==> config.mk <==
export PLATFORM = sky130hd
export DESIGN_NAME = tcf_regs
export DESIGN_NICKNAME = d
export VERILOG_FILES = /design/src/common/tcf_pkg.sv /design/src/rtl/tcf_skid_buf.sv /design/src/rtl/tcf_regs.sv
export SDC_FILE = /design/constraint.sdc
export NUM_CORES = 1
export LEC_CHECK = 0
export ABC_AREA = 1
export BUFFER_PORTS_ARGS = -buffer_cell sky130_fd_sc_hd__buf_4
export CORE_MARGIN = 2
export CORE_UTILIZATION = 51
export CTS_BUF_LIST = sky130_fd_sc_hd__clkbuf_8
export DETAILED_ROUTE_END_ITERATION = 10
export PLACE_DENSITY = 0.79
export SYNTH_ARGS = -nofsm -noshare
export SYNTH_HDL_FRONTEND = slang
export SYNTH_SLANG_ARGS = --single-unit
==> constraint.sdc <==
create_clock -name i_core_clk -period 1.36 [get_ports i_core_clk]
set_input_delay 0.272 -clock i_core_clk [delete_from_list [all_inputs] [get_ports i_core_clk]]
set_output_delay 0.272 -clock i_core_clk [all_outputs]
set_load 0.005 [all_outputs]
==> src/common/tcf_pkg.sv <==
package tcf_pkg;

  //////////////////////////////////////////////////////////////////////////////
  // Register port geometry
  localparam int unsigned ADDR_W = 6;   // Serial port register address width
  localparam int unsigned DATA_W = 16;  // Register word width
  localparam int unsigned BYTE_W = 8;   // Queue byte width
  localparam int unsigned DAC_W  = 6;   // DAC sample width per branch
  localparam int unsigned NSRC   = 8;   // Number of DAC data sources
  localparam int unsigned NROUTE = 9;   // Number of analog routing codes

  //////////////////////////////////////////////////////////////////////////////
  // Register addresses
  localparam logic [ADDR_W-1:0] ADDR_DAC_TEST  = 6'h2E;  // dac_test_control
  localparam logic [ADDR_W-1:0] ADDR_TOP_TEST  = 6'h2F;  // top_level_test_control
  localparam logic [ADDR_W-1:0] ADDR_SPARE     = 6'h30;  // spare_control_status
  localparam logic [ADDR_W-1:0] ADDR_TXQ_PORT  = 6'h3E;  // transmit_queue_byte_port
  localparam logic [ADDR_W-1:0] ADDR_RXQ_PORT  = 6'h3F;  // receive_queue_byte_port

  //////////////////////////////////////////////////////////////////////////////
  // dac_test_reg field positions
  localparam int unsigned DAC_SOURCE_SELECT_LSB = 12;  // dac_source_select [14:12]
  localparam int unsigned DAC_I_LSB   = 6;   // I override [11:6]
  localparam int unsigned DAC_Q_LSB   = 0;   // Q override [5:0]

  // top_test_reg field positions
  localparam int unsigned TOP_BIST_BIT = 7;  // memory_selftest_run
  localparam int unsigned TOP_BATT_BIT = 6;  // battery_monitor_test_out
  localparam int unsigned TOP_VC_BIT   = 5;  // vc_node_drive_enable
  localparam int unsigned TOP_PD_BIT   = 4;  // analog_test_powerdown
  localparam int unsigned TOP_MODE_LSB = 0;  // analog_test_route_sel [3:0]

  //////////////////////////////////////////////////////////////////////////////
  // Codes
  localparam logic [2:0] DAC_SOURCE_SELECT_MOD      = 3'h0;  // Modulator
  localparam logic [2:0] DAC_SOURCE_SELECT_OVERRIDE = 3'h1;  // Override values
  localparam logic [3:0] ROUTE_VC_NODE    = 4'h7;  // IF loop and VC node access
  localparam logic [3:0] ROUTE_LAST       = 4'h8;  // Highest valid routing code

  //////////////////////////////////////////////////////////////////////////////
  // Reset values
  localparam logic [2:0]        RST_DAC_SOURCE_SELECT = 3'h0;
  localparam logic [DAC_W-1:0]  RST_DAC_OVR = 6'h00;
  localparam logic              RST_BIST    = 1'b0;
  localparam logic              RST_BATT    = 1'b0;
  localparam logic              RST_VC      = 1'b0;
  localparam logic              RST_PD      = 1'b1;
  localparam logic [3:0]        RST_MODE    = 4'h0;
  localparam logic [DATA_W-1:0] RST_SPARE   = 16'h0000;
  localparam logic [BYTE_W-1:0] RST_BYTE    = 8'h00;

  //////////////////////////////////////////////////////////////////////////////
  // Timing
  localparam int unsigned READ_LATENCY = 1;  // Cycles from read strobe to data

endpackage

==> src/rtl/tcf_skid_buf.sv <==
`timescale 1ns/1ps
module tcf_skid_buf (
  input  wire logic                       i_core_clk,
  input  wire logic                       i_rst_b,
  input  wire logic                       i_in_valid,
  input  wire logic [tcf_pkg::BYTE_W-1:0] i_in_data,
  output logic                            o_in_ready,
  output logic                            o_out_valid,
  output logic [tcf_pkg::BYTE_W-1:0]      o_out_data,
  input  wire logic                       i_out_ready
);

  //////////////////////////////////////////////////////////////////////////////
  // State of the two-entry buffer
  typedef struct packed {
    logic [tcf_pkg::BYTE_W-1:0] head;   // Oldest byte
    logic [tcf_pkg::BYTE_W-1:0] tail;   // Second byte
    logic                       valid;  // Head holds a byte
    logic                       full;   // Both entries held
  } tcf_buf_s;

  tcf_buf_s st_r;    // Registered state
  tcf_buf_s st_nxt;  // Next state
  logic     push;    // Byte accepted
  logic     pop;     // Byte drained

  //////////////////////////////////////////////////////////////////////////////
  // Next state
  always_comb begin
    st_nxt = st_r;
    push   = i_in_valid & ~st_r.full;
    pop    = st_r.valid & i_out_ready;
    if (!st_r.valid) begin
      // Empty
      if (push) begin
        st_nxt.head  = i_in_data;
        st_nxt.valid = 1'b1;
      end
    end else if (!st_r.full) begin
      // One entry
      if (push && pop) begin
        st_nxt.head = i_in_data;
      end else if (pop) begin
        st_nxt.valid = 1'b0;
      end else if (push) begin
        st_nxt.tail = i_in_data;
        st_nxt.full = 1'b1;
      end
    end else if (pop) begin
      // Full, shift tail forward
      st_nxt.head = st_r.tail;
      st_nxt.full = 1'b0;
    end
  end

  // State register
  always_ff @(posedge i_core_clk) begin
    if (!i_rst_b) begin
      st_r <= '0;
    end else begin
      st_r <= st_nxt;
    end
  end

  assign o_in_ready  = ~st_r.full;
  assign o_out_valid = st_r.valid;
  assign o_out_data  = st_r.head;

endmodule

==> src/rtl/tcf_regs.sv <==
`timescale 1ns/1ps
module tcf_regs (
  input  wire logic                                  i_core_clk,
  input  wire logic                                  i_rst_b,
  input  wire logic [tcf_pkg::ADDR_W-1:0]            i_reg_addr,
  input  wire logic                                  i_reg_wr,
  input  wire logic                                  i_reg_rd,
  input  wire logic [tcf_pkg::DATA_W-1:0]            i_reg_wdata,
  output logic [tcf_pkg::DATA_W-1:0]                 o_reg_rdata,
  output logic                                       o_reg_rvalid,
  input  wire logic                                  i_xosc_running,
  input  wire logic [tcf_pkg::NSRC*tcf_pkg::DAC_W-1:0] i_dac_source_select_i,
  input  wire logic [tcf_pkg::NSRC*tcf_pkg::DAC_W-1:0] i_dac_source_select_q,
  output logic [tcf_pkg::DAC_W-1:0]                  o_dac_i,
  output logic [tcf_pkg::DAC_W-1:0]                  o_dac_q,
  output logic [2:0]                                 o_dac_source_select,
  input  wire logic                                  i_selftest_result,
  output logic                                       o_memory_selftest_run,
  output logic                                       o_selftest_result_out,
  output logic                                       o_battery_monitor_test_out,
  output logic                                       o_analog_test_powerdown,
  output logic [tcf_pkg::NROUTE-1:0]                 o_analog_route_en,
  output logic                                       o_vc_node_drive,
  output logic                                       o_vc_node_sense,
  output logic                                       o_txq_valid,
  output logic [tcf_pkg::BYTE_W-1:0]                 o_txq_data,
  input  wire logic                                  i_txq_ready,
  output logic                                       o_tx_port_ready,
  input  wire logic                                  i_rxq_valid,
  input  wire logic [tcf_pkg::BYTE_W-1:0]            i_rxq_data,
  output logic                                       o_rxq_pop,
  output logic                                       o_rxq_wr_valid,
  output logic [tcf_pkg::BYTE_W-1:0]                 o_rxq_wr_data
);

  //////////////////////////////////////////////////////////////////////////////
  // All state of the register bank
  typedef struct packed {
    logic [2:0]                   dac_source_select;     // dac_source_select
    logic [tcf_pkg::DAC_W-1:0]    dac_i_ovr;   // I override value
    logic [tcf_pkg::DAC_W-1:0]    dac_q_ovr;   // Q override value
    logic                         bist_run;    // memory_selftest_run
    logic                         batt_test;   // battery_monitor_test_out
    logic                         vc_en;       // vc_node_drive_enable
    logic                         atest_pd;    // analog_test_powerdown
    logic [3:0]                   atest_mode;  // analog_test_route_sel
    logic [tcf_pkg::DATA_W-1:0]   spare;       // spare_bits
    logic [tcf_pkg::DATA_W-1:0]   rdata;       // Read answer
    logic                         rvalid;      // Read answer strobe
    logic [tcf_pkg::DAC_W-1:0]    dac_i;       // I DAC sample
    logic [tcf_pkg::DAC_W-1:0]    dac_q;       // Q DAC sample
    logic                         bist_out;    // Selftest result on pin
    logic [tcf_pkg::NROUTE-1:0]   route_en;    // Active analog route
    logic                         vc_drive;    // Pin drives VC node
    logic                         vc_sense;    // Pin outputs VC node
    logic                         rxq_pop;     // Receive byte taken
    logic                         rxw_valid;   // Receive byte written
    logic [tcf_pkg::BYTE_W-1:0]   rxw_data;    // Receive byte written value
    logic                         xosc_s1;     // Oscillator sync stage one
    logic                         xosc_s2;     // Oscillator sync stage two
  } tcf_regs_s;

  tcf_regs_s                  st_r;       // Registered state
  tcf_regs_s                  st_nxt;     // Next state
  logic                       tx_push;    // Byte offered to buffer
  logic                       buf_ready;  // Buffer can take a byte
  logic [tcf_pkg::BYTE_W-1:0] tx_byte;    // Byte offered to buffer

  //////////////////////////////////////////////////////////////////////////////
  // Decode helpers
  // Pick one DAC feed, override slot replaced by register value
  function automatic logic [tcf_pkg::DAC_W-1:0] dac_pick(
    input logic [2:0]                                 sel,
    input logic [tcf_pkg::NSRC*tcf_pkg::DAC_W-1:0]    feeds,
    input logic [tcf_pkg::DAC_W-1:0]                  ovr
  );
    if (sel == tcf_pkg::DAC_SOURCE_SELECT_OVERRIDE) begin
      dac_pick = ovr;
    end else begin
      dac_pick = feeds[sel*tcf_pkg::DAC_W +: tcf_pkg::DAC_W];
    end
  endfunction

  // One-hot route, empty while powered down or code out of range
  function automatic logic [tcf_pkg::NROUTE-1:0] route_onehot(
    input logic       pd,
    input logic [3:0] mode
  );
    route_onehot = '0;
    if (!pd && (mode <= tcf_pkg::ROUTE_LAST)) begin
      route_onehot[mode] = 1'b1;
    end
  endfunction

  //////////////////////////////////////////////////////////////////////////////
  // Next state
  always_comb begin
    st_nxt           = st_r;
    st_nxt.rvalid    = 1'b0;
    st_nxt.rxq_pop   = 1'b0;
    st_nxt.rxw_valid = 1'b0;
    tx_push          = 1'b0;
    tx_byte          = i_reg_wdata[tcf_pkg::BYTE_W-1:0];

    // Oscillator level synchroniser
    st_nxt.xosc_s1 = i_xosc_running;
    st_nxt.xosc_s2 = st_r.xosc_s1;

    // Register writes; reserved bits are not stored
    if (i_reg_wr) begin
      unique case (i_reg_addr)
        tcf_pkg::ADDR_DAC_TEST: begin
          st_nxt.dac_source_select   = i_reg_wdata[tcf_pkg::DAC_SOURCE_SELECT_LSB +: 3];
          st_nxt.dac_i_ovr = i_reg_wdata[tcf_pkg::DAC_I_LSB +: tcf_pkg::DAC_W];
          st_nxt.dac_q_ovr = i_reg_wdata[tcf_pkg::DAC_Q_LSB +: tcf_pkg::DAC_W];
        end
        tcf_pkg::ADDR_TOP_TEST: begin
          st_nxt.bist_run   = i_reg_wdata[tcf_pkg::TOP_BIST_BIT];
          st_nxt.batt_test  = i_reg_wdata[tcf_pkg::TOP_BATT_BIT];
          st_nxt.vc_en      = i_reg_wdata[tcf_pkg::TOP_VC_BIT];
          st_nxt.atest_pd   = i_reg_wdata[tcf_pkg::TOP_PD_BIT];
          st_nxt.atest_mode = i_reg_wdata[tcf_pkg::TOP_MODE_LSB +: 4];
        end
        tcf_pkg::ADDR_SPARE: begin
          st_nxt.spare = i_reg_wdata;
        end
        tcf_pkg::ADDR_TXQ_PORT: begin
          // Dropped while the oscillator is stopped
          tx_push = st_r.xosc_s2;
        end
        tcf_pkg::ADDR_RXQ_PORT: begin
          // Receive byte written toward the queue logic
          st_nxt.rxw_valid = st_r.xosc_s2;
          st_nxt.rxw_data  = i_reg_wdata[tcf_pkg::BYTE_W-1:0];
        end
        default: begin
          // Unmapped, ignored
        end
      endcase
    end

    // Register reads, answered one cycle later
    if (i_reg_rd) begin
      st_nxt.rvalid = 1'b1;
      unique case (i_reg_addr)
        tcf_pkg::ADDR_DAC_TEST: begin
          st_nxt.rdata = {1'b0, st_r.dac_source_select, st_r.dac_i_ovr, st_r.dac_q_ovr};
        end
        tcf_pkg::ADDR_TOP_TEST: begin
          st_nxt.rdata = {8'h00, st_r.bist_run, st_r.batt_test, st_r.vc_en,
                          st_r.atest_pd, st_r.atest_mode};
        end
        tcf_pkg::ADDR_SPARE: begin
          st_nxt.rdata = st_r.spare;
        end
        tcf_pkg::ADDR_TXQ_PORT: begin
          // Write-only port, contents never returned
          st_nxt.rdata = 16'h0000;
        end
        tcf_pkg::ADDR_RXQ_PORT: begin
          // Pop a byte only when one is there and the clock runs
          if (i_rxq_valid && st_r.xosc_s2) begin
            st_nxt.rdata   = {8'h00, i_rxq_data};
            st_nxt.rxq_pop = 1'b1;
          end else begin
            st_nxt.rdata = 16'h0000;
          end
        end
        default: begin
          // Unmapped reads as zero
          st_nxt.rdata = 16'h0000;
        end
      endcase
    end

    // DAC data path
    st_nxt.dac_i = dac_pick(st_r.dac_source_select, i_dac_source_select_i, st_r.dac_i_ovr);
    st_nxt.dac_q = dac_pick(st_r.dac_source_select, i_dac_source_select_q, st_r.dac_q_ovr);

    // Selftest result only while the test runs
    st_nxt.bist_out = st_r.bist_run & i_selftest_result;

    // Analog test routing
    st_nxt.route_en = route_onehot(st_r.atest_pd, st_r.atest_mode);
    st_nxt.vc_drive = !st_r.atest_pd && (st_r.atest_mode == tcf_pkg::ROUTE_VC_NODE)
                      && st_r.vc_en;
    st_nxt.vc_sense = !st_r.atest_pd && (st_r.atest_mode == tcf_pkg::ROUTE_VC_NODE)
                      && !st_r.vc_en;
  end

  //////////////////////////////////////////////////////////////////////////////
  // State register
  always_ff @(posedge i_core_clk) begin
    if (!i_rst_b) begin
      st_r            <= '0;
      st_r.dac_source_select    <= tcf_pkg::RST_DAC_SOURCE_SELECT;
      st_r.dac_i_ovr  <= tcf_pkg::RST_DAC_OVR;
      st_r.dac_q_ovr  <= tcf_pkg::RST_DAC_OVR;
      st_r.bist_run   <= tcf_pkg::RST_BIST;
      st_r.batt_test  <= tcf_pkg::RST_BATT;
      st_r.vc_en      <= tcf_pkg::RST_VC;
      st_r.atest_pd   <= tcf_pkg::RST_PD;
      st_r.atest_mode <= tcf_pkg::RST_MODE;
      st_r.spare      <= tcf_pkg::RST_SPARE;
      st_r.rxw_data   <= tcf_pkg::RST_BYTE;
    end else begin
      st_r <= st_nxt;
    end
  end

  //////////////////////////////////////////////////////////////////////////////
  // Transmit byte buffer, stalls under receiver back-pressure
  tcf_skid_buf u_tx_buf (
    .i_core_clk  (i_core_clk),
    .i_rst_b     (i_rst_b),
    .i_in_valid  (tx_push),
    .i_in_data   (tx_byte),
    .o_in_ready  (buf_ready),
    .o_out_valid (o_txq_valid),
    .o_out_data  (o_txq_data),
    .i_out_ready (i_txq_ready)
  );

  //////////////////////////////////////////////////////////////////////////////
  // Outputs
  assign o_reg_rdata                = st_r.rdata;
  assign o_reg_rvalid               = st_r.rvalid;
  assign o_dac_i                    = st_r.dac_i;
  assign o_dac_q                    = st_r.dac_q;
  assign o_dac_source_select        = st_r.dac_source_select;
  assign o_memory_selftest_run      = st_r.bist_run;
  assign o_selftest_result_out      = st_r.bist_out;
  assign o_battery_monitor_test_out = st_r.batt_test;
  assign o_analog_test_powerdown    = st_r.atest_pd;
  assign o_analog_route_en          = st_r.route_en;
  assign o_vc_node_drive            = st_r.vc_drive;
  assign o_vc_node_sense            = st_r.vc_sense;
  assign o_tx_port_ready            = buf_ready;
  assign o_rxq_pop                  = st_r.rxq_pop;
  assign o_rxq_wr_valid             = st_r.rxw_valid;
  assign o_rxq_wr_data              = st_r.rxw_data;

  //////////////////////////////////////////////////////////////////////////////
  // Checks
  property p_dac_ovr;
    @(posedge i_core_clk) disable iff (!i_rst_b)
    (st_r.dac_source_select == tcf_pkg::DAC_SOURCE_SELECT_OVERRIDE) |=>
      (o_dac_i == $past(st_r.dac_i_ovr)) && (o_dac_q == $past(st_r.dac_q_ovr));
  endproperty
  a_dac_ovr: assert property (p_dac_ovr) else $error("override not on DACs");

  property p_dac_mod;
    @(posedge i_core_clk) disable iff (!i_rst_b)
    (st_r.dac_source_select == tcf_pkg::DAC_SOURCE_SELECT_MOD) |=> (o_dac_i == $past(i_dac_source_select_i[5:0]));
  endproperty
  a_dac_mod: assert property (p_dac_mod) else $error("modulator not on DAC");

  property p_pd_reset;
    @(posedge i_core_clk) disable iff (!i_rst_b)
    $rose(i_rst_b) |-> o_analog_test_powerdown && (o_analog_route_en == 9'h000);
  endproperty
  a_pd_reset: assert property (p_pd_reset) else $error("not powered down at reset");

  property p_route_off;
    @(posedge i_core_clk) disable iff (!i_rst_b)
    st_r.atest_pd |=> (o_analog_route_en == 9'h000) && !o_vc_node_drive;
  endproperty
  a_route_off: assert property (p_route_off) else $error("route active in powerdown");

  property p_route_on;
    @(posedge i_core_clk) disable iff (!i_rst_b)
    (!st_r.atest_pd && (st_r.atest_mode == 4'h4)) |=> (o_analog_route_en == 9'h010);
  endproperty
  a_route_on: assert property (p_route_on) else $error("route four not selected");

  property p_vc_drive;
    @(posedge i_core_clk) disable iff (!i_rst_b)
    (!st_r.atest_pd && (st_r.atest_mode == 4'h7)) |=>
      (o_vc_node_drive == $past(st_r.vc_en)) && (o_vc_node_sense != $past(st_r.vc_en));
  endproperty
  a_vc_drive: assert property (p_vc_drive) else $error("VC node use wrong");

  property p_bist;
    @(posedge i_core_clk) disable iff (!i_rst_b)
    !st_r.bist_run |=> !o_selftest_result_out;
  endproperty
  a_bist: assert property (p_bist) else $error("selftest result leaks");

  property p_spare_rb;
    @(posedge i_core_clk) disable iff (!i_rst_b)
    (i_reg_wr && (i_reg_addr == 6'h30)) ##1 (i_reg_rd && !i_reg_wr && (i_reg_addr == 6'h30))
      |=> o_reg_rvalid && (o_reg_rdata == $past(i_reg_wdata, 2));
  endproperty
  a_spare_rb: assert property (p_spare_rb) else $error("spare readback wrong");

  property p_tx_noread;
    @(posedge i_core_clk) disable iff (!i_rst_b)
    (i_reg_rd && (i_reg_addr == 6'h3E)) |=> o_reg_rvalid && (o_reg_rdata == 16'h0000);
  endproperty
  a_tx_noread: assert property (p_tx_noread) else $error("transmit port readable");

  property p_tx_push;
    @(posedge i_core_clk) disable iff (!i_rst_b)
    (i_reg_wr && (i_reg_addr == 6'h3E) && st_r.xosc_s2 && buf_ready) |=> o_txq_valid;
  endproperty
  a_tx_push: assert property (p_tx_push) else $error("transmit byte lost");

  property p_rx_read;
    @(posedge i_core_clk) disable iff (!i_rst_b)
    (i_reg_rd && (i_reg_addr == 6'h3F) && i_rxq_valid && st_r.xosc_s2) |=>
      o_rxq_pop && (o_reg_rdata[7:0] == $past(i_rxq_data));
  endproperty
  a_rx_read: assert property (p_rx_read) else $error("receive byte not read");

  c_override: cover property (@(posedge i_core_clk) st_r.dac_source_select == 3'h1);
  c_tx_full: cover property (@(posedge i_core_clk) !buf_ready ##1 buf_ready);
  c_vc_drive: cover property (@(posedge i_core_clk) o_vc_node_drive);
  c_rx_pop: cover property (@(posedge i_core_clk) o_rxq_pop ##2 o_rxq_pop);

endmodule

==> results.sh, run 1 <==
export IMPL_dpl_hpwl_mm=11.1
export IMPL_design_core_area_um2=10300
export IMPL_dr_pass1_iters=5
export IMPL_tns_ns=0
export IMPL_wl_per_cell_um=14.3
export IMPL_yosys_top_cells_area="dfxtp_1, o21ai_0, buf_4"
export IMPL_netSwitchingFraction_pct=25.5
export IMPL_h_tree_depth=3
export IMPL_skew_ns=0.00822
export IMPL_synth_top_cell_area_share_pct=41.0
export IMPL_synth_most_common_cell="o21ai_0"
export IMPL_final_cell_area_um2=7030
export IMPL_syn2layout_area_growth_pct=30.7
export IMPL_crit_path_max_incr_delay_ns=0.35
export IMPL_rsz0062_at_grt="true"
export IMPL_met3_usage_pct=4.44
export IMPL_via_count=5488
export IMPL_fmax_mhz=743
export IMPL_fin_crit_ns=1.35
export IMPL_fillCellCount=860
export IMPL_critPathCaptureType="register"
export IMPL_power_frac_comb_pct=11.7
export IMPL_rows=37
export IMPL_drv_cap=0
export IMPL_die_x_um=107
export IMPL_cts_tree="built"
export IMPL_syn_inst=771
export IMPL_outcome="finished, final reports clean"
export IMPL_clk_pin_slew_ns=0.11
export IMPL_hold_violations=0
export IMPL_irDropWorstVdd_mv=0.529
export IMPL_clockPowerShare_pct=32.6
export IMPL_ys_seq_elements=110
export IMPL_busiest_layer="met2"
export IMPL_finalSetupViolCount=0
export IMPL_critPathKind="register to register"
export IMPL_dieHeight_um=107
export IMPL_utilization_pct=68.4
export IMPL_internal_power_w=0.00438
export IMPL_synth_top_area_cell="dfxtp_1"
export IMPL_power_net_switching_w=0.00150
export IMPL_grt_overflow=0
export IMPL_ys_dominant_reg_cell="dfxtp_1"
export IMPL_power_density_nw_per_um2=836
export IMPL_grt_max_degree=37
export IMPL_cts_sinks=110
export IMPL_ys_warnings_count=0
export IMPL_p_seq_share_pct=55.7
export IMPL_antenna_found_initial=0
export IMPL_hp_class="input pin to register"
export IMPL_grt_pass1_wl_mm=23.8
export IMPL_critPathLaunchType="register"
export IMPL_yosysUniqueCellTypes=28
export IMPL_slew_viol_final=0
export IMPL_critPathRequiredTime_ns=1.64
export IMPL_multiInputGateArea_um2=2370
export IMPL_portBuffers=188
export IMPL_start_util_pct=52.3
export IMPL_ios=201
export IMPL_ys_async_sr_fraction_pct=0
export IMPL_avgViaCountPerCell=5.21
export IMPL_min_period_over_period_pct=98.9
export IMPL_synth_fp_nets=905
export IMPL_ff_latch_area_um2=2210
export IMPL_ctsHoldBuffers=0
export IMPL_use_met2_pct=43.6
export IMPL_grt_pass1_vias=5038
export IMPL_totalWireLength_mm=15.0
export IMPL_yosysSeqAreaShare_pct=41.0
export IMPL_cts_root_buf="clkbuf_8"
export IMPL_place_gp_congestion=0.882
export IMPL_clk_path_buf_depth=2
export IMPL_clk_insertion_delay_late_ns=0.38
export IMPL_post_dp_cell_area_um2=6670
export IMPL_arrival_ns=1.63
export IMPL_synth_area_um2=5370
export IMPL_antenna_left=0
export IMPL_critPathSlowestCell="dfxtp_2"
export IMPL_diodes=0
export IMPL_use_met1_pct=33.3
export IMPL_grtUsageTotal_pct=26.0
export IMPL_die_area_um2=11400
export IMPL_p_leak_nw=3.07
export IMPL_drt_initial_drc_count=433
export IMPL_tightest_slew_ns=0.476
export IMPL_synth_edff_count=0
export IMPL_avgSynthCellArea_um2=6.97
export IMPL_fin_nets=1046
export IMPL_critPathBufInv=1
export IMPL_synthTopCellsByCount="o21ai_0, nor2_1, dfxtp_1, a21oi_1, nand2_1"
export IMPL_worstPathMaxFanout=5
export IMPL_max_slew_margin_pct=68.2
export IMPL_drive_gt1_share_pct=30.5
export IMPL_drc_errors=0
export IMPL_critical_path_top_delay_family="simple AND/OR/NAND/NOR gates"
export IMPL_numCtsBuffers=9
export IMPL_path_cells="inv_2 > nor3_4 > nand2_1 > nand2_2 > nand2_4 > o21ai_1 > nor2_1"
==> timing repair <==
| item | in CTS | in global routing |
|---|---|---|
| setup endpoints to repair | 18 | 29 |
| pin swaps | 1 | 9 |
| gates cloned | 1 | 1 |
| gates resized for setup | 7 | 44 |
| buffers inserted | 0 | 4 |
==> flip-flops by register name, indices dropped and copies added, names as in the netlist <==
signal,cells
o_battery_monitor_test_out,1
u_tx_buf.o_out_data,8
o_rxq_wr_valid,1
o_vc_node_sense,1
st_nxt,1
o_reg_rvalid,1
o_reg_rdata,16
o_analog_route_en,9
o_memory_selftest_run,1
o_vc_node_drive,1
o_dac_source_select,3
o_dac_i,6
o_dac_q,6
o_rxq_wr_data,8
u_tx_buf.o_out_valid,1
o_selftest_result_out,1
st_r,34
o_rxq_pop,1
o_analog_test_powerdown,1
u_tx_buf.st_r,9
==> stage by stage <==
stage	hold slack [ns]	total power (W)	instances	setup WS, ns
floorplan	0.370	0.00361	771	0.0969
CTS	0.0828	0.00589	1048	0.0166
global route	0.0831	0.00610	1053	-0.150
finish	0.0921	0.00587	1053	0.0145
detailed placement	0.408	0.00401	1031	-0.223
global placement	0.405	0.00400	1031	-0.0886
==> cells by family (layout without fill, tap and decap cells) <==
logic type      after synthesis  count (layout)  share of synthesized area (%)
simple gates                248             249                           19.6
compound gates              241             241                           22.9
buf+inv                     172             317                           16.5
flops                       110             110                           41.0
==> cell type report <==
class | instances | area share (%)
repair buffers | 229 | 25.7
multi-input cells | 490 | 33.8
flip-flops and latches | 110 | 31.5
clock inverters | 6 | 0.766
inverters | 72 | 3.92
clock buffers | 10 | 1.96
well taps | 136 | 2.42
==> worst reg2reg max path: cells and delay by family, from the launching register on <==
kind            cells  cell delay, ns
compound gates      1            0.19
buf+inv             1            0.05
flops               1            0.35
simple gates        5            0.67
==> power by group through the flow <==
stage	Sequential (W)	Clock (W)	Combinational (W)
after floorplan	0.00334	0	0.000271
after global placement	0.00335	0	0.000654
after detailed placement	0.00335	0	0.000666
after CTS	0.00327	0.00194	0.000672
after global routing	0.00328	0.00207	0.000753
final	0.00327	0.00191	0.000688
==> cells in the final DEF, fill, tap and decap left out, types with 11 or more instances in the layout <==
cell and count:
o21ai_0 135, nand2_1 71, nor2_1 112, nand3_1 36, a21oi_1 68, o21ai_1 13, buf_4 218, inv_1 64
o22ai_1 11, dfxtp_1 106
==> routing by layer <==
| layer | up-vias | share of wire [%] |
|---|---|---|
| met3 | 39 | 7.3 |
| li1 | 2771 | - |
| met2 | 238 | 48 |
| met4 | 0 | 2.8 |
| met1 | 2440 | 42 |
| met5 | - | 0 |
==> final timing paths <==
check	start	to	slack, ns	cells after the start
setup / recovery	st_r[0]	u_tx_buf.o_out_data[3]	0.01	7
hold / removal	i_xosc_running	st_nxt[0]	0.09	3
setup reg to reg	st_r[0]	u_tx_buf.o_out_data[3]	0.01	7
hold reg to reg	st_nxt[0]	st_r[0]	0.42	2
No activity file was read; power rests on OpenSTA's default activity.
==> run 2, diff against run 1 <==
--- a/config.mk
+++ b/config.mk
@@ -12,6 +12,7 @@
 export CTS_BUF_LIST = sky130_fd_sc_hd__clkbuf_8
 export DETAILED_ROUTE_END_ITERATION = 10
 export PLACE_DENSITY = 0.79
+export REMOVE_ABC_BUFFERS = 1
 export SYNTH_ARGS = -nofsm -noshare
 export SYNTH_HDL_FRONTEND = slang
 export SYNTH_SLANG_ARGS = --single-unit
==> run 2 against run 1 <==
  * Combinational power decreased by 0.7%
  * Cell count down 0.76%
  * Die area unchanged
  * Count of clock-buffer cells in the layout fell by 1
  * Flip-flop and latch count stayed put
  * Maximum frequency rose by 2.5%
  * Power increased by 2.0%
  * Setup slack improved by 0.032 ns
  * Utilization down 0.93 points
  * Largest cell class unchanged
  * Largest power group unchanged
  * Highest routed layer unchanged
==> results.sh, run 2 (synthesized netlist as in run 1, its figures left out) <==
export IMPL_rsz0062_at_grt="false"
export IMPL_arrival_ns=1.04
export IMPL_portBuffers=188
export IMPL_timing_rr_start="st_r[0]"
export IMPL_dpl_hpwl_mm=11.1
export IMPL_layout_commonest_cell="buf_4"
export IMPL_grtUsageTotal_pct=25.4
export IMPL_p_leak_nw=3.03
export IMPL_finalWorstSetupSlack_ns=0.0467
export IMPL_hold_violations=0
export IMPL_fmax_mhz=761
export IMPL_path_cells="buf_12 > buf_4"
export IMPL_design_core_area_um2=10300
export IMPL_clk_insertion_delay_late_ns=0.37
export IMPL_min_path_cells=3
export IMPL_min_period_over_period_pct=96.6
export IMPL_diodes=0
export IMPL_pre_cts_slack_ns=-0.240
export IMPL_totalWireLength_mm=14.6
export IMPL_ios=201
export IMPL_irDropWorstVdd_mv=0.583
export IMPL_via_count=5416
export IMPL_fin_nets=1038
export IMPL_hp_start="i_xosc_running"
export IMPL_critPathCaptureType="primary output"
export IMPL_max_slew_margin_pct=72.5
export IMPL_worstPathMaxFanout=26
export IMPL_grt_max_degree=37
export IMPL_rows=37
export IMPL_critPathRequiredTime_ns=1.09
export IMPL_skew_ns=0.0129
export IMPL_h_tree_depth=3
export IMPL_drv_cap=0
export IMPL_clk_pin_slew_ns=0.11
export IMPL_dieHeight_um=107
export IMPL_regMostFlops="st_r"
export IMPL_slew_viol_final=0
export IMPL_outcome="finished, final reports clean"
export IMPL_die_area_um2=11400
export IMPL_grt_pass1_vias=5043
export IMPL_critical_path_top_delay_family="flip-flops"
export IMPL_hold_path_end="st_nxt[0]"
export IMPL_tightest_slew_ns=0.412
export IMPL_drc_errors=0
export IMPL_critPathLaunchType="register"
export IMPL_drt_initial_drc_count=371
export IMPL_crit_path_max_incr_delay_ns=0.39
export IMPL_ff2ff_path_depth=6
export IMPL_critPathKind="register to primary output"
export IMPL_hp_class="input pin to register"
export IMPL_cts_tree="built"
export IMPL_critPathBufInv=2
export IMPL_worst_hold_slack_ns=0.0809
export IMPL_start_util_pct=52.3
export IMPL_power_density_nw_per_um2=865
export IMPL_mostFrequentLayoutCells="buf_4, o21ai_0, nor2_1"
export IMPL_largest_reg_flops=34
export IMPL_cts_root_buf="clkbuf_8"
export IMPL_critPathSlowestCell="dfxtp_4"
export IMPL_antenna_found_initial=0
export IMPL_syn2layout_area_growth_pct=29.0
export IMPL_wl_per_cell_um=14.0
export IMPL_cts_sinks=110
export IMPL_drive_gt1_share_pct=28.5
export IMPL_reg2reg_setup_slack_ns=0.09
export IMPL_avgViaCountPerCell=5.18
export IMPL_fin_crit_ns=1.31
export IMPL_dr_pass1_iters=5
export IMPL_die_x_um=107
export IMPL_place_gp_congestion=0.828
export IMPL_antenna_left=0
export IMPL_clk_path_buf_depth=2
export IMPL_fillCellCount=889
export IMPL_grt_overflow=0
export IMPL_grt_pass1_wl_mm=23.5
export IMPL_crit_start="o_dac_source_select[0]"
export IMPL_timing_rr_end="u_tx_buf.st_r[7]"
export IMPL_numCtsBuffers=9
export IMPL_finalSetupViolCount=0
## run 2: changes by cell type in the layout (fill, tap and decap cells not counted), sizes merged
cell	previous run	this run
buf	229	222
clkinv	6	4
bufinv	0	1
clkbuf	10	9
clkinvlp	0	1
inv	72	73
nand2	77	76
## run 2: power by group
group	internal, W	switching [W]	leakage [nW]
Clock	0.000879	0.00116	0.108
Combinational	0.000372	0.000310	2.03
Sequential	0.00326	0.0000174	0.893
Total	0.00451	0.00148	3.03
## run 2: what timing repair did
item                                   4_1_cts  5_1_grt
setup endpoints to repair                   14       26
endpoints found under the hold margin        0        0
pin swaps                                    0        2
resized for setup                            6       28
hold buffers                                 0        0
buffers inserted                             0        1
cloned                                       0        0
## run 2: metal layers
| metal | GRT usage [%] | wire [um] |
|---|---|---|
| met5 | 0 | 0 |
| met1 | 32.4 | 6150 |
| met4 | 8.07 | 293 |
| met3 | 4.19 | 1030 |
| met2 | 43.9 | 7110 |
## run 2: worst max path at each step
stage | slack, ns | depth (start not counted) | endpoint
2_1_floorplan | -1.24 | 5 | o_dac_i[0]
3_5_place_dp | -0.24 | 9 | st_r[68]
5_1_grt | 0.0006 | 8 | u_tx_buf.o_out_data[2]
3_3_place_gp | -0.18 | 9 | st_r[60]
4_1_cts | 0.007 | 9 | u_tx_buf.o_out_data[0]
6_report | 0.05 | 2 | o_dac_source_select[0]
## run 2: stage by stage
stage / utilization, % / std cells / TNS, ns / cell area [um2] / total power [W]
floorplan: - / 671 / -36.74 / 4760 / 0.00354
global placement: 64.7 / 1028 / -4.19 / 6650 / 0.00400
detailed placement: 64.7 / 1028 / -7.94 / 6650 / 0.00402
CTS: 66.9 / 1044 / 0 / 6870 / 0.00601
global route: 67.4 / 1045 / 0 / 6930 / 0.00623
finish: 67.4 / 1045 / 0 / 6930 / 0.00599
## run 2: tightest hold or removal path: cells and delay by family
| kind | cells | cell delay [ns] |
|---|---|---|
| AND/OR/NAND/NOR | 1 | 0.04 |
| buffers and inverters | 2 | 0.12 |
## run 2: area by class of cell
| cell class | count | area (um2) | area share (%) |
|---|---|---|---|
| Clock inverter | 7 | 80.1 | 1.16 |
| Sequential cell | 110 | 2210 | 31.9 |
| Tap cell | 136 | 170 | 2.46 |
| Clock buffer | 9 | 124 | 1.79 |
| Inverter | 72 | 279 | 4.03 |
| Timing Repair Buffer | 222 | 1760 | 25.3 |
| Multi-Input combinational cell | 489 | 2310 | 33.3 |
